File: config.mk
export PLATFORM = sky130hd
export DESIGN_NAME = rtc_core
export DESIGN_NICKNAME = d
export VERILOG_FILES = /design/src/core/rtc_core.v /design/src/core/bcd_counter.v
export VERILOG_INCLUDE_DIRS = /design/src /design/src/core
export SDC_FILE = /design/constraint.sdc
export NUM_CORES = 1
export LEC_CHECK = 0
export ABC_AREA = 0
export BUFFER_PORTS_ARGS = -buffer_cell sky130_fd_sc_hd__buf_2
export CAP_MARGIN = 20
export CORE_MARGIN = 10
export CORE_UTILIZATION = 35
export CTS_CLUSTER_DIAMETER = 60
export CTS_CLUSTER_SIZE = 30
export DETAILED_ROUTE_END_ITERATION = 12
export PLACE_DENSITY = 0.47
export RECOVER_POWER = 100
export SYNTH_ARGS = -nofsm -noshare
export SYNTH_HDL_FRONTEND = slang
export SYNTH_HIERARCHICAL = 1
export SYNTH_SLANG_ARGS = --single-unit
File: constraint.sdc
create_clock -name ref_clk -period 7.8 [get_ports ref_clk]
set_input_delay 1.56 -clock ref_clk [delete_from_list [all_inputs] [get_ports ref_clk]]
set_output_delay 1.56 -clock ref_clk [all_outputs]
set_load 0.02 [all_outputs]
File: src/core/rtc_regs.vh
// register map, field positions and reset values of the rtc core
// assumes inclusion by the rtc core and its self-checking bench only
`ifndef RTC_REGS_VH
`define RTC_REGS_VH

// register offsets
`define OFS_SEC      5'h00
`define OFS_MIN      5'h01
`define OFS_HOUR     5'h02
`define OFS_WEEK     5'h03
`define OFS_DATE     5'h04
`define OFS_MONTH    5'h05
`define OFS_YEAR     5'h06
`define OFS_ALM_MIN  5'h08
`define OFS_ALM_HOUR 5'h09
`define OFS_ALM_WD   5'h0a
`define OFS_PRE_LO   5'h0b
`define OFS_PRE_MID  5'h0c
`define OFS_CTRL1    5'h0d
`define OFS_FLAGS    5'h0e
`define OFS_CTRL2    5'h0f
`define OFS_TMR_RUN  5'h1b
`define OFS_CNT_LO   5'h1c
`define OFS_CNT_MID  5'h1d
`define OFS_CNT_HI   5'h1e
`define OFS_PRE_HI   5'h1f

// writable bits of each counter, the rest read zero
`define MASK_SEC     8'h7f
`define MASK_MIN     8'h7f
`define MASK_HOUR    8'h3f
`define MASK_WEEK    8'h7f
`define MASK_DATE    8'h3f
`define MASK_MONTH   8'h1f
`define MASK_YEAR    8'hff

// counter limits in bcd
`define MAX_SEC      8'h59
`define MAX_MIN      8'h59
`define MAX_HOUR     8'h23
`define MAX_MONTH    8'h12
`define MAX_YEAR     8'h99
`define DAYS_LONG    8'h31
`define DAYS_SHORT   8'h30
`define DAYS_FEB     8'h28
`define DAYS_FEB_LP  8'h29
`define MONTH_FEB    8'h02

// reset values
`define RST_ZERO     8'h00
`define RST_ONE      8'h01
`define RST_CTRL1    8'h02
`define RST_CTRL2    8'h40

// field positions
`define BIT_FLD_EN   7
`define BIT_WD_SEL   6
`define BIT_UPD_MIN  5
`define BIT_RUN_EN   4
`define BIT_UPD_FLG  5
`define BIT_CNT_FLG  4
`define BIT_ALM_FLG  3
`define BIT_LOW_HIST 1
`define BIT_SUP_DROP 0
`define BIT_UPD_IEN  5
`define BIT_CNT_IEN  4
`define BIT_ALM_IEN  3
`define BIT_PRE_CLR  0
`define BIT_HALT     7
`define BIT_RESTART  6

// divider chain: bit k toggles at 16384 Hz / 2**k
`define DIV_W        15
`define DIV_SUB_LO   5
`define DIV_SUB_HI   13
`define DIV_4096_MSB 2
`define DIV_64_MSB   8

// timer source codes
`define TSRC_4096    2'b00
`define TSRC_64      2'b01
`define TSRC_SEC     2'b10
`define TSRC_MIN     2'b11

`endif

File: src/core/rtc_core.v
// rtc timekeeping core: calendar, alarm and wakeup countdown timer
// assumes osc32kTick is a one-cycle pulse at 32.768 kHz, synchronous to ref_clk,
// and a simple synchronous register port from the serial front end
`timescale 1ns/1ps
`include "rtc_regs.vh"

module rtc_core #(
   parameter TMR_W = 24
) (
   // clock and reset
   input  wire       ref_clk,
   input  wire       nrst,
   // oscillator tick
   input  wire       osc32kTick,
   // register port
   input  wire       regWr,
   input  wire       regRd,
   input  wire [4:0] regAddr,
   input  wire [7:0] regWrData,
   output wire [7:0] regRdData,
   // interrupt pin, active low
   output wire       intN
);

   reg  [`DIV_W-1:0] div_reg;
   reg  [7:0]        week_reg;
   reg  [7:0]        almMin_reg;
   reg  [7:0]        almHour_reg;
   reg  [7:0]        almWd_reg;
   reg  [TMR_W-1:0]  preset_reg;
   reg  [TMR_W-1:0]  tmrCnt_reg;
   reg  [7:0]        ctrl1_reg;
   reg  [7:0]        ctrl2_reg;
   reg               halt_reg;
   reg               restart_reg;
   reg               runEnPrev_reg;
   reg               minDone_reg;
   reg               almFlag_reg;
   reg               tmrFlag_reg;
   reg               updFlag_reg;
   reg               lowHist_reg;
   reg               supDrop_reg;
   reg  [7:0]        rdData_reg;
   reg               intN_reg;
   reg  [7:0]        rdData_next;
   reg  [7:0]        dateMax;
   reg               tmrTick;
   wire [7:0]        secCnt, minCnt, hourCnt, dateCnt, monCnt, yearCnt;
   wire              secCarry, minCarry, hourCarry, dateCarry, monCarry;
   wire              secTick, tick4096, tick64, leapYear, wrSec, wrFlags, preClr;
   wire              almHit, almMinOk, almHourOk, almDayOk;
   wire              tmrRun, tmrLoad, tmrZero, tmrEvt, updEvt;

   // decoded writes of the strobed register port
   assign wrSec   = regWr && (regAddr == `OFS_SEC);
   assign wrFlags = regWr && (regAddr == `OFS_FLAGS);
   assign preClr  = regWr && (regAddr == `OFS_CTRL2) && regWrData[`BIT_PRE_CLR];

   // 32.768 kHz divider chain, one second per full wrap
   always @(posedge ref_clk or negedge nrst) begin
      if (!nrst) begin
         div_reg <= {`DIV_W{1'b0}};
      end else if (preClr) begin
         // clear of every stage 16384 Hz down to 1 Hz
         div_reg <= {`DIV_W{1'b0}};
      end else if (wrSec) begin
         // only the 512 Hz to 2 Hz stages restart; faster stages and 1 Hz stage kept
         div_reg[`DIV_SUB_HI:`DIV_SUB_LO] <= {(`DIV_SUB_HI-`DIV_SUB_LO+1){1'b0}};
      end else if (osc32kTick) begin
         div_reg <= div_reg + {{(`DIV_W-1){1'b0}}, 1'b1};
      end
   end

   // second update and countdown source ticks from the chain
   assign secTick  = osc32kTick && (&div_reg) && !preClr && !wrSec;
   assign tick4096 = osc32kTick && (&div_reg[`DIV_4096_MSB:0]);
   assign tick64   = osc32kTick && (&div_reg[`DIV_64_MSB:0]);

   // leap year: tens*10+ones divisible by four, in bcd form
   assign leapYear = ((yearCnt[1:0] + {yearCnt[4], 1'b0}) & 2'b11) == 2'b00;

   // month length picks the date limit
   always @* begin
      if (monCnt == `MONTH_FEB) begin
         dateMax = leapYear ? `DAYS_FEB_LP : `DAYS_FEB;
      end else if (monCnt == 8'h04 || monCnt == 8'h06 ||
                   monCnt == 8'h09 || monCnt == 8'h11) begin
         dateMax = `DAYS_SHORT;
      end else begin
         dateMax = `DAYS_LONG;
      end
   end

   // seconds; a loaded 60 sits above the limit and wraps to 00 next
   bcd_counter #(.RST_VAL(`RST_ZERO), .WRAP_VAL(`RST_ZERO)) secCounter (
      .clk     (ref_clk),
      .rstN    (nrst),
      .load    (wrSec),
      .loadVal (regWrData & `MASK_SEC),
      .step    (secTick),
      .maxVal  (`MAX_SEC),
      .count   (secCnt),
      .carry   (secCarry)
   );

   // minutes
   bcd_counter #(.RST_VAL(`RST_ZERO), .WRAP_VAL(`RST_ZERO)) minCounter (
      .clk     (ref_clk),
      .rstN    (nrst),
      .load    (regWr && (regAddr == `OFS_MIN)),
      .loadVal (regWrData & `MASK_MIN),
      .step    (secCarry),
      .maxVal  (`MAX_MIN),
      .count   (minCnt),
      .carry   (minCarry)
   );

   // hours, 24-hour only
   bcd_counter #(.RST_VAL(`RST_ZERO), .WRAP_VAL(`RST_ZERO)) hourCounter (
      .clk     (ref_clk),
      .rstN    (nrst),
      .load    (regWr && (regAddr == `OFS_HOUR)),
      .loadVal (regWrData & `MASK_HOUR),
      .step    (minCarry),
      .maxVal  (`MAX_HOUR),
      .count   (hourCnt),
      .carry   (hourCarry)
   );

   // date of month
   bcd_counter #(.RST_VAL(`RST_ONE), .WRAP_VAL(`RST_ONE)) dateCounter (
      .clk     (ref_clk),
      .rstN    (nrst),
      .load    (regWr && (regAddr == `OFS_DATE)),
      .loadVal (regWrData & `MASK_DATE),
      .step    (hourCarry),
      .maxVal  (dateMax),
      .count   (dateCnt),
      .carry   (dateCarry)
   );

   // month
   bcd_counter #(.RST_VAL(`RST_ONE), .WRAP_VAL(`RST_ONE)) monCounter (
      .clk     (ref_clk),
      .rstN    (nrst),
      .load    (regWr && (regAddr == `OFS_MONTH)),
      .loadVal (regWrData & `MASK_MONTH),
      .step    (dateCarry),
      .maxVal  (`MAX_MONTH),
      .count   (monCnt),
      .carry   (monCarry)
   );

   // year, no century bit
   bcd_counter #(.RST_VAL(`RST_ZERO), .WRAP_VAL(`RST_ZERO)) yearCounter (
      .clk     (ref_clk),
      .rstN    (nrst),
      .load    (regWr && (regAddr == `OFS_YEAR)),
      .loadVal (regWrData & `MASK_YEAR),
      .step    (monCarry),
      .maxVal  (`MAX_YEAR),
      .count   (yearCnt),
      .carry   ()
   );

   // weekday rotates on the day carry; a bad pattern just rotates as-is
   always @(posedge ref_clk or negedge nrst) begin
      if (!nrst) begin
         week_reg <= `RST_ONE;
      end else if (regWr && (regAddr == `OFS_WEEK)) begin
         week_reg <= regWrData & `MASK_WEEK;
      end else if (hourCarry) begin
         week_reg <= {1'b0, week_reg[5:0], week_reg[6]};
      end
   end

   // alarm targets and control registers
   always @(posedge ref_clk or negedge nrst) begin
      if (!nrst) begin
         almMin_reg  <= `RST_ZERO;
         almHour_reg <= `RST_ZERO;
         almWd_reg   <= `RST_ZERO;
         preset_reg  <= {TMR_W{1'b0}};
         ctrl1_reg   <= `RST_CTRL1;
         ctrl2_reg   <= `RST_CTRL2;
         halt_reg    <= 1'b0;
         restart_reg <= 1'b0;
      end else if (regWr) begin
         if (regAddr == `OFS_ALM_MIN) begin
            almMin_reg <= regWrData;
         end else if (regAddr == `OFS_ALM_HOUR) begin
            almHour_reg <= regWrData;
         end else if (regAddr == `OFS_ALM_WD) begin
            almWd_reg <= regWrData;
         end else if (regAddr == `OFS_PRE_LO) begin
            preset_reg[7:0] <= regWrData;
         end else if (regAddr == `OFS_PRE_MID) begin
            preset_reg[15:8] <= regWrData;
         end else if (regAddr == `OFS_PRE_HI) begin
            preset_reg[23:16] <= regWrData;
         end else if (regAddr == `OFS_CTRL1) begin
            ctrl1_reg <= regWrData;
         end else if (regAddr == `OFS_CTRL2) begin
            // bits 2:0 are the fixed zeros and the self-clearing clear bit
            ctrl2_reg <= {regWrData[7:3], 3'b000};
         end else if (regAddr == `OFS_TMR_RUN) begin
            halt_reg    <= regWrData[`BIT_HALT];
            restart_reg <= regWrData[`BIT_RESTART];
         end
      end
   end

   // alarm compare; a field with its enable low is a don't-care
   assign almMinOk  = !almMin_reg[`BIT_FLD_EN] || (almMin_reg[6:0] == minCnt[6:0]);
   assign almHourOk = !almHour_reg[`BIT_FLD_EN] || (almHour_reg[5:0] == hourCnt[5:0]);
   assign almDayOk  = !almWd_reg[`BIT_FLD_EN] ||
                      (ctrl1_reg[`BIT_WD_SEL] ? (almWd_reg[5:0] == dateCnt[5:0])
                                            : |(almWd_reg[6:0] & week_reg[6:0]));
   // compared once per minute, one cycle after the counters moved
   assign almHit = minDone_reg && almMinOk && almHourOk && almDayOk;

   // countdown source select
   always @* begin
      case (ctrl1_reg[1:0])
         `TSRC_4096: tmrTick = tick4096;
         `TSRC_64:   tmrTick = tick64;
         `TSRC_SEC:  tmrTick = secTick;
         default:    tmrTick = secCarry;
      endcase
   end

   // one-shot countdown; enable edge or restart reloads the preset
   assign tmrRun  = ctrl1_reg[`BIT_RUN_EN] && !halt_reg;
   assign tmrLoad = (ctrl1_reg[`BIT_RUN_EN] && !runEnPrev_reg) ||
                    (regWr && (regAddr == `OFS_TMR_RUN) && regWrData[`BIT_RESTART]);
   assign tmrZero = (tmrCnt_reg == {TMR_W{1'b0}});
   assign tmrEvt  = tmrRun && tmrTick && !tmrLoad &&
                    (tmrCnt_reg == {{(TMR_W-1){1'b0}}, 1'b1});

   // timer count and edge history
   always @(posedge ref_clk or negedge nrst) begin
      if (!nrst) begin
         tmrCnt_reg    <= {TMR_W{1'b0}};
         runEnPrev_reg <= 1'b0;
         minDone_reg   <= 1'b0;
      end else begin
         runEnPrev_reg <= ctrl1_reg[`BIT_RUN_EN];
         // the seconds carry is the minute update, whatever the update select
         minDone_reg   <= secCarry;
         if (tmrLoad) begin
            tmrCnt_reg <= preset_reg;
         end else if (tmrRun && tmrTick && !tmrZero) begin
            tmrCnt_reg <= tmrCnt_reg - {{(TMR_W-1){1'b0}}, 1'b1};
         end
      end
   end

   // update event: each second or each minute
   assign updEvt = ctrl1_reg[`BIT_UPD_MIN] ? secCarry : secTick;

   // sticky flags: a written zero clears, a one keeps, set wins
   always @(posedge ref_clk or negedge nrst) begin
      if (!nrst) begin
         almFlag_reg <= 1'b0;
         tmrFlag_reg <= 1'b0;
         updFlag_reg <= 1'b0;
         lowHist_reg <= 1'b1;
         supDrop_reg <= 1'b1;
      end else begin
         almFlag_reg <= almHit ||
                        (almFlag_reg && !(wrFlags && !regWrData[`BIT_ALM_FLG]));
         tmrFlag_reg <= tmrEvt ||
                        (tmrFlag_reg && !(wrFlags && !regWrData[`BIT_CNT_FLG]));
         updFlag_reg <= updEvt ||
                        (updFlag_reg && !(wrFlags && !regWrData[`BIT_UPD_FLG]));
         lowHist_reg <= lowHist_reg && !(wrFlags && !regWrData[`BIT_LOW_HIST]);
         supDrop_reg <= supDrop_reg && !(wrFlags && !regWrData[`BIT_SUP_DROP]);
      end
   end

   // read mux; unmapped offsets read zero
   always @* begin
      rdData_next = 8'h00;
      if (regAddr == `OFS_SEC) begin
         rdData_next = secCnt & `MASK_SEC;
      end else if (regAddr == `OFS_MIN) begin
         rdData_next = minCnt & `MASK_MIN;
      end else if (regAddr == `OFS_HOUR) begin
         rdData_next = hourCnt & `MASK_HOUR;
      end else if (regAddr == `OFS_WEEK) begin
         rdData_next = week_reg & `MASK_WEEK;
      end else if (regAddr == `OFS_DATE) begin
         rdData_next = dateCnt & `MASK_DATE;
      end else if (regAddr == `OFS_MONTH) begin
         rdData_next = monCnt & `MASK_MONTH;
      end else if (regAddr == `OFS_YEAR) begin
         rdData_next = yearCnt;
      end else if (regAddr == `OFS_ALM_MIN) begin
         rdData_next = almMin_reg;
      end else if (regAddr == `OFS_ALM_HOUR) begin
         rdData_next = almHour_reg;
      end else if (regAddr == `OFS_ALM_WD) begin
         rdData_next = almWd_reg;
      end else if (regAddr == `OFS_PRE_LO) begin
         rdData_next = preset_reg[7:0];
      end else if (regAddr == `OFS_PRE_MID) begin
         rdData_next = preset_reg[15:8];
      end else if (regAddr == `OFS_PRE_HI) begin
         rdData_next = preset_reg[23:16];
      end else if (regAddr == `OFS_CTRL1) begin
         rdData_next = ctrl1_reg;
      end else if (regAddr == `OFS_FLAGS) begin
         rdData_next = {2'b00, updFlag_reg, tmrFlag_reg, almFlag_reg,
                        1'b0, lowHist_reg, supDrop_reg};
      end else if (regAddr == `OFS_CTRL2) begin
         rdData_next = ctrl2_reg;
      end else if (regAddr == `OFS_TMR_RUN) begin
         rdData_next = {halt_reg, restart_reg, 6'h00};
      end else if (regAddr == `OFS_CNT_LO) begin
         rdData_next = tmrCnt_reg[7:0];
      end else if (regAddr == `OFS_CNT_MID) begin
         rdData_next = tmrCnt_reg[15:8];
      end else if (regAddr == `OFS_CNT_HI) begin
         rdData_next = tmrCnt_reg[23:16];
      end
   end

   // registered read data and interrupt pin
   always @(posedge ref_clk or negedge nrst) begin
      if (!nrst) begin
         rdData_reg <= 8'h00;
         intN_reg   <= 1'b1;
      end else begin
         if (regRd) begin
            rdData_reg <= rdData_next;
         end
         // pin stays low while any enabled flag stands
         intN_reg <= !((almFlag_reg && ctrl2_reg[`BIT_ALM_IEN]) ||
                       (tmrFlag_reg && ctrl2_reg[`BIT_CNT_IEN]) ||
                       (updFlag_reg && ctrl2_reg[`BIT_UPD_IEN]));
      end
   end

   assign regRdData = rdData_reg;
   assign intN      = intN_reg;

endmodule // rtc_core

File: src/core/bcd_counter.v
// one packed bcd counter with load, limit and wrap value
// assumes loads are pre-masked and the limit is a valid bcd value
`timescale 1ns/1ps

module bcd_counter #(
   parameter [7:0] RST_VAL  = 8'h00,
   parameter [7:0] WRAP_VAL = 8'h00
) (
   // clock and reset
   input  wire       clk,
   input  wire       rstN,
   // control
   input  wire       load,
   input  wire [7:0] loadVal,
   input  wire       step,
   input  wire [7:0] maxVal,
   // state
   output wire [7:0] count,
   output wire       carry
);

   reg  [7:0] count_reg;
   reg  [7:0] count_next;

   // at or past the limit wraps, so an over-range load still recovers
   assign carry = step && (count_reg >= maxVal);
   assign count = count_reg;

   // decimal increment of the low digit with carry to the high digit
   always @* begin
      if (count_reg >= maxVal) begin
         count_next = WRAP_VAL;
      end else if (count_reg[3:0] == 4'h9) begin
         count_next = {count_reg[7:4] + 4'h1, 4'h0};
      end else begin
         count_next = count_reg + 8'h01;
      end
   end

   // load from the register port wins over a step
   always @(posedge clk or negedge rstN) begin
      if (!rstN) begin
         count_reg <= RST_VAL;
      end else if (load) begin
         count_reg <= loadVal;
      end else if (step) begin
         count_reg <= count_next;
      end
   end

endmodule // bcd_counter

== Word-level counts from Yosys, hierarchy flattened ==
Index checks and enable logic that the tools add are counted.
Cells by class
  add/sub/neg operators: 15
  multiply operators: 0
  divide/modulo/power cells: 0
  $lt $le $gt $ge: 6
  equality and inequality tests: 37
  shift operators: 0
  mux-type cells: 59
  bitwise operators: 9
  reductions and logical operators: 104
Operators with widths (count)
  $mux 8: 45
  $add 8x1->8 const B: 6
  $mux 24: 2
  $logic_and 1x1->1: 44
  $eq 5x4->1 const B: 8
  $mux 15: 2
  $eq 5x5->1 const B: 5
  $add 4x1->4 const B: 6
  $eq 24x1->1 const B: 1
  $eq 4x4->1 const B: 6
  $logic_not 24->1: 1
  $sub 24x1->24 const B: 1
  $logic_not 1->1: 20
  $reduce_and 9->1: 2
  $reduce_bool 2->1: 9
  $eq 8x3->1 const B: 2
  $ge 8x7->1 const B: 2
  $add 15x1->15 const B: 1
  $eq 5x3->1 const B: 3
  $reduce_and 15->1: 1
  $mux 7: 2
  $eq 6x6->1: 2
  $logic_or 1x1->1: 12
  $eq 5x2->1 const B: 2
  31 further kinds: 45
Word-level totals
  bits in registers: 173
  latch bits: 0
  RAM bits: 0
  bits in read-only memories: 0
  input bits: 18
  logic and storage cells: 259
  memories: 0

== Depth between registers and ports, before layout ==
Gate-level depths: netlist (run 1).
  depth after elaboration: 21
  mapped depth: 27

== Hierarchy ==
The synthesis (run 1) kept the hierarchy.
Modules (own cells, without submodules)
  rtc_core: times used 1, cells an instance 827, area each 7677.4 µm², sequential area each 3135.5 µm²
  bcd_counter (hourCounter ...): times used 4, cells an instance 94, area each 895.9 µm², sequential area each 200.2 µm²
  bcd_counter (dateCounter ...): times used 2, cells an instance 104, area each 844.6 µm², sequential area each 201.4 µm²

== Least setup slack after synthesis (run 1) ==
No wires, ideal clock.
  path type: input to register
  start point: input regAddr[4]
  end point: register yearCounter.count_reg[7], in the netlist yearCounter/count[7]
  library setup time: 0.079 ns
  data arrival time: 6.464 ns
  path slack: 1.256 ns
  stages: 27
  cells stage by stage: clkbuf_1 -> clkbuf_1 -> buf_1 -> nor3b_1 -> nand2_1 -> nand2_1 -> nor4_1 -> buf_6 -> inv_1 -> nor2_1 -> buf_6 -> inv_1 -> nor2_1 -> buf_6 -> inv_1 -> nor2_1 -> inv_1 -> clkbuf_1 -> nor2_1 -> inv_1 -> clkbuf_1 -> nor2_1 -> buf_6 -> inv_1 -> or4b_1 -> a21o_1 -> a2bb2oi_1
Between the ends
  word-level cells in the longest chain between the ends: 12
  elaborated cells on any way between the ends: 18
  classes of those cells: eq/ne (2); mux (1); reduce/logical (15)
RTL lines
  start: declaration: RTL line rtc_core.v:18  | input wire [4:0] regAddr,
  $eq 5x4->1 (no source line)
  $logic_and 1x1->1 (2 in series): RTL line rtc_core.v:57  | assign preClr = regWr && (regAddr == `OFS_CTRL2) && regWrData[`BIT_PRE_CLR];
  $logic_not 1->1: RTL line rtc_core.v:75  | assign secTick = osc32kTick && (&div_reg) && !preClr && !wrSec;
  $logic_and 1x1->1: RTL line rtc_core.v:75
  $logic_and 1x1->1 (*): RTL line rtc_core.v:75
  via secTick: RTL line rtc_core.v:50  | wire secTick, tick4096, tick64, leapYear, wrSec, wrFlags, preClr;
  $logic_and 1x1->1 (*): RTL line bcd_counter.v:26  | assign carry = step && (count_reg >= maxVal);
  via secCarry: RTL line rtc_core.v:49  | wire secCarry, minCarry, hourCarry, dateCarry, monCarry;
  $logic_and 1x1->1 (*): RTL line bcd_counter.v:26
  via minCarry: RTL line rtc_core.v:49
  $logic_and 1x1->1 (*): RTL line bcd_counter.v:26
  via hourCarry: RTL line rtc_core.v:49
  $logic_and 1x1->1 (*): RTL line bcd_counter.v:26
  via dateCarry: RTL line rtc_core.v:49
  $logic_and 1x1->1 (*): RTL line bcd_counter.v:26
  via monCarry: RTL line rtc_core.v:49
  $reduce_bool 2->1 (no source line) (*)
  end signal: assignment: RTL line bcd_counter.v:45  | count_reg <= loadVal;
  end signal: assignment: RTL line bcd_counter.v:47  | count_reg <= count_next;
  end: declaration: RTL line bcd_counter.v:22  | reg [7:0] count_reg;
The timed path passes the listed nets; every way through them passes the cells marked *.
A chain may end at the register's enable or synchronous reset.

== Worst setup path after layout (run 1) ==
  start point: input regAddr[3]
  end point: register yearCounter.count_reg[7], in the netlist yearCounter/count[7]
Same word-level chain as after synthesis.

==> results of run 1 <==
-- per-layer routing --
metal / track usage [%] / up-vias / share of wire (%)
met5: 0 / - / 0
met3: 2.61 / 40 / 4.4
met4: 3.96 / 0 / 1.4
li1: - / 5281 / -
met1: 27.5 / 5618 / 48
met2: 31.3 / 293 / 46
-- worst min path at each step --
| stage | start | to | cells after the start |
|---|---|---|---|
| global route | lowHist_reg | lowHist_reg | 1 |
| finish | lowHist_reg | lowHist_reg | 1 |
| detailed placement | minDone_reg | almFlag_reg | 1 |
| floorplan | almFlag_reg | intN | 1 |
| global placement | minDone_reg | almFlag_reg | 1 |
| CTS | lowHist_reg | lowHist_reg | 1 |
-- layout make-up --
type                            count  area share (%)
Clock buffer                       17            3.01
Clock inverter                     15            1.20
Inverter                           90            2.39
Multi-Input combinational cell   1126            56.9
Sequential cell                   173            30.7
Tap cell                          468            4.14
Timing Repair Buffer               45            1.70
-- power by group through the flow --
stage          logic, uW  clock network, uW  registers, uW
6_report             964                879           1440
5_1_grt             1080                942           1470
4_1_cts              968                902           1430
3_5_place_dp         962                  0           1450
3_3_place_gp         949                  0           1450
2_1_floorplan        777                  0           1290
-- per-stage QoR --
stage	std cells	setup slack [ns]
final	1934	0.767
after global routing	1934	0.140
after CTS	1930	0.804
after detailed placement	1898	0.328
after global placement	1898	0.603
after floorplan	1462	1.27
-- worst max-delay path: stages --
cell and delay, ns:
buf_2 0.30, or2_1 0.37, o31ai_4 0.16, nor4_2 0.28, buf_4 0.23, inv_1 0.17, nor2_1 0.23, inv_1 0.19
nor2_1 0.46, inv_1 0.28, nor2_1 0.17, buf_4 0.25, inv_1 0.21, nor2_1 0.42, inv_1 0.31, nor2_1 0.58
inv_1 0.31, or4b_1 0.58, a21o_1 0.19, a2bb2oi_1 0.13
==> flow_metrics.py, run 1 <==
metrics = {
    "clocking": {
        "postCtsSetupBuffers": 0,
        "cts_buffers": 17,
        "clk_path_buf_depth": 2,
        "insertion_delay_ns": 0.46,
        "cts_resized": 0,
        "cts_max_level": 4,
        "numClockSinks": 173,
        "cts_root_buf": "clkbuf_16",
        "cts_tree": "yes",
        "hold_buffers": 0,
        "clk_pin_slew_ns": 0.08,
    },
    "power_and_ir_drop": {
        "combPwrFrac_pct": 29.4,
        "p_per_area_nw_per_um2": 232,
        "clkPwrFrac_pct": 26.8,
        "p_sw_uw": 1320,
        "cellLeakagePower_uw": 0.00582,
        "p_total_uw": 3280,
        "p_int_uw": 1960,
        "p_seq_share_pct": 43.8,
        "switching_share_pct": 40.2,
        "peakVddDrop_mv": 0.164,
    },
    "synth": {
        "yosys_warnings": 6,
        "syn_area_sq_um": 12900,
        "syn_inst": 1410,
        "synth_area_per_cell_sq_um": 9.18,
    },
    "final_layout": {
        "nets": 1542,
        "n_fill_cell": 3756,
        "final_util_pct": 38.8,
        "drive_gt1_share_pct": 14.3,
        "seq_area_sq_um": 4340,
        "antennaDiodeCount": 0,
        "stdcell_area_sq_um": 14200,
        "layout_common_cells": "165 x dfrtp_1, 114 x nor2_1, 92 x nand2_1",
        "final_common_cell": "dfrtp_1",
        "synthToLayoutAreaGrowth_pct": 9.35,
        "multi_input_area_sq_um": 8060,
    },
    "detailed_routing": {
        "first_pass_iters": 6,
        "wl_per_cell_microns": 22.6,
        "routed_via_density": 5.81,
        "final_antenna_net_count": 0,
        "drc_errors": 0,
        "drtIter0Drc": 1069,
        "routed_wl_microns": 43600,
        "num_vias": 11200,
    },
    "place": {
        "routabilityCongestion": 0.940,
        "dpl_cell_area_sq_um": 13600,
        "dp_hpwl_microns": 30700,
        "port-buffer-count": 26,
    },
    "global_route": {
        "grt_pass1_vias": 10800,
        "grt_max_degree": 107,
        "grt_usage_pct": 19.5,
        "overflow": 0,
        "antenna_found_initial": 0,
        "grt_first_pass_wirelength_microns": 67900,
    },
    "sta": {
        "period_share_pct": 90.2,
        "finalSetupViolCount": 0,
        "max_freq_mhz": 142,
        "fin_skew_ns": 0.0131,
        "worst_slew_pin_slew_ns": 5.21,
        "hold_violations": 0,
        "finalCriticalPeriod_ns": 7.03,
        "slew_viol_final": 172,
        "hold_slack_ns": 0.467,
        "slew_headroom_pct": -247,
        "rsz0062_at_grt": "false",
        "fin_setup_tns_ns": 0,
    },
    "floorplan": {
        "fp-row-count": 70,
        "die-area_sq_um": 45100,
        "die_w_microns": 212,
        "io_pins": 27,
        "core_sq_um": 36500,
        "initial_core_util_pct": 35.4,
        "die_y_microns": 212,
    },
    "setup_path": {
        "r2r_start": "div_reg[0]",
        "crit_arrival_ns": 7.42,
        "r2r_cells": 21,
        "r2r_slack_ns": 1.61,
        "startpoint": "regAddr[3]",
        "crit_required_ns": 8.18,
        "cp-endpoint": "yearCounter/count[7]",
        "worstPathMaxFanout": 17,
        "end_kind": "flop",
        "r2r-end": "yearCounter/count[7]",
        "path_class": "input port to flop",
        "start_kind": "input port",
    },
    "run": {
        "cap_violations": 2,
    },
    "min_path": {
        "holdCritPathClass": "flop to flop",
    },
    "run_status": {
        "violations": "capacitance limit, slew limit",
        "status": "finished, violations left",
    },
}
Note: power is estimated with default switching activity, not from simulation.
==> run 2, diff against run 1 <==
- HOLD_SLACK_MARGIN: unset -> 0.1
- PLACE_DENSITY: 0.47 -> 0.49
==> flow_metrics.py, run 2 (same netlist as run 1, synthesis figures left out) <==
metrics = {
    "run_status": {
        "status": "finished, violations left",
        "violations": "capacitance limit, slew limit",
    },
    "sta": {
        "worst_slew_pin_slew_ns": 5.41,
        "layout_setup_ws_ns": 0.853,
        "finalCriticalPeriod_ns": 6.95,
        "fin_setup_tns_ns": 0,
        "max_freq_mhz": 144,
        "slew_viol_final": 160,
        "rsz0062_at_grt": "false",
        "finalSetupViolCount": 0,
        "fin_skew_ns": 0.0135,
        "hold_violations": 0,
        "slew_headroom_pct": -260,
        "period_share_pct": 89.1,
    },
    "final_layout": {
        "layout_common_cells": "165 x dfrtp_1, 114 x nor2_1, 92 x nand2_1",
        "antennaDiodeCount": 0,
        "multi_input_area_sq_um": 8020,
        "drive_gt1_share_pct": 14.2,
        "final_util_pct": 38.6,
        "final_common_cell": "dfrtp_1",
        "seq_area_sq_um": 4340,
        "nets": 1540,
        "synthToLayoutAreaGrowth_pct": 8.91,
        "n_fill_cell": 3741,
        "stdcell_area_sq_um": 14100,
    },
    "setup_path": {
        "path_delay_family": "simple AND/OR/NAND/NOR gates",
        "r2r-end": "yearCounter/count[7]",
        "end_kind": "flop",
        "crit_chain": "buf_2 > buf_4 > or3_1 > o31ai_1 > nor4_2 > buf_4 > inv_1 > nor2_1 > inv_1 > nor2_1 > inv_1 > nor2_1 > inv_1 > nor2_1 > inv_1 > nor2_1 > inv_1 > or4b_1 > a21o_1 > a2bb2oi_1",
        "r2r_start": "div_reg[0]",
        "worstPathBufferInverterCount": 9,
        "critPathSlowestCell": "or3_1",
        "crit_arrival_ns": 7.32,
        "cp_slowest_stage_delay_ns": 0.58,
        "worstPathMaxFanout": 27,
        "r2r_slack_ns": 2.27,
        "crit_required_ns": 8.18,
        "path_class": "input port to flop",
        "start_kind": "input port",
        "r2r_cells": 20,
        "cp_common_cell": "inv_1",
    },
    "detailed_routing": {
        "drtIter0Drc": 1133,
        "first_pass_iters": 6,
        "num_vias": 11300,
        "final_antenna_net_count": 0,
        "drc_errors": 0,
        "routed_via_density": 5.83,
        "routed_wl_microns": 41500,
        "wl_per_cell_microns": 21.5,
    },
    "clocking": {
        "cts_max_level": 4,
        "cts_root_buf": "clkbuf_16",
        "clk_pin_slew_ns": 0.07,
        "cts_tree": "yes",
        "clk_path_buf_depth": 2,
        "postCtsSetupBuffers": 0,
        "hold_buffers": 0,
        "insertion_delay_ns": 0.46,
        "numClockSinks": 173,
        "cts_resized": 0,
        "cts_buffers": 17,
    },
    "power_and_ir_drop": {
        "p_total_uw": 3250,
        "p_seq_share_pct": 44.5,
        "p_per_area_nw_per_um2": 230,
        "p_sw_uw": 1260,
        "clkPwrFrac_pct": 26.6,
        "cellLeakagePower_uw": 0.00580,
        "combPwrFrac_pct": 29.0,
        "p_int_uw": 1990,
        "switching_share_pct": 38.9,
        "peakVddDrop_mv": 0.158,
    },
    "place": {
        "dp_hpwl_microns": 29800,
        "dpl_cell_area_sq_um": 13600,
        "pre_cts_ws_ns": 0.555,
        "port-buffer-count": 26,
        "routabilityCongestion": 0.989,
    },
    "min_path": {
        "worstHoldStart": "supDrop_reg",
        "holdCritPathClass": "flop to flop",
        "worstHoldPathCells": 1,
        "min_to": "supDrop_reg",
    },
    "global_route": {
        "grt_usage_pct": 18.6,
        "grt_max_degree": 110,
        "antenna_found_initial": 1,
        "grt_pass1_vias": 10700,
        "grt_first_pass_wirelength_microns": 65200,
        "overflow": 0,
    },
    "floorplan": {
        "io_pins": 27,
        "die_w_microns": 212,
        "die_y_microns": 212,
        "core_sq_um": 36500,
        "die-area_sq_um": 45100,
        "fp-row-count": 70,
        "initial_core_util_pct": 35.4,
    },
    "run": {
        "cap_violations": 3,
    },
}
[run 2: cell count changes in the layout (fill, tap and decap cells not counted), sizes merged]
| cell | delta |
|---|---|
| bufinv | +1 |
| clkdlybuf4s25 | +1 |
| dlymetal6s4s | -1 |
| inv | -2 |
| clkinvlp | +2 |
| clkbuf | -5 |
| clkinv | -3 |
| buf | +5 |
[run 2: power groups by stage]
stage	sequential, uW	combinational (uW)	clock (uW)
final	1440	942	863
after global routing	1480	1060	922
after CTS	1440	952	882
after detailed placement	1460	947	0
after global placement	1460	930	0
after floorplan	1290	777	0
[run 2: layout make-up]
cell class | instances | share of cell area (%)
clock inverters | 13 | 0.932
well taps | 468 | 4.15
multi-input cells | 1126 | 56.9
flip-flops and latches | 173 | 30.8
clock buffers | 19 | 3.14
inverters | 90 | 2.40
repair buffers | 43 | 1.70
[run 2: worst max-delay path by stage]
stage          startpoint                   end  slack (ns)  cells past startpoint
6_report       regAddr[0]  yearCounter/count[7]        0.85                     20
2_1_floorplan  regAddr[4]  yearCounter/count[7]        1.27                     27
4_1_cts        regAddr[0]  yearCounter/count[7]        1.02                     20
5_1_grt              nrst            div_reg[5]        0.32                      1
3_5_place_dp   regAddr[0]  yearCounter/count[7]        0.55                     20
3_3_place_gp   regAddr[0]  yearCounter/count[7]        0.68                     20
[run 2: routing by layer]
metal | track usage [%] | routed length (microns) | vias up
li1 | - | - | 5277
met1 | 26.0 | 19500 | 5614
met2 | 29.3 | 19100 | 333
met3 | 2.89 | 2200 | 32
met4 | 4.75 | 582 | 0
met5 | 0 | 0 | -
[run 2: metrics by stage]
stage / hold WS (ns) / cells
2_1_floorplan: 0.407 / 1462
3_3_place_gp: 0.448 / 1898
3_5_place_dp: 0.452 / 1898
4_1_cts: 0.463 / 1930
5_1_grt: 0.472 / 1932
6_report: 0.460 / 1932
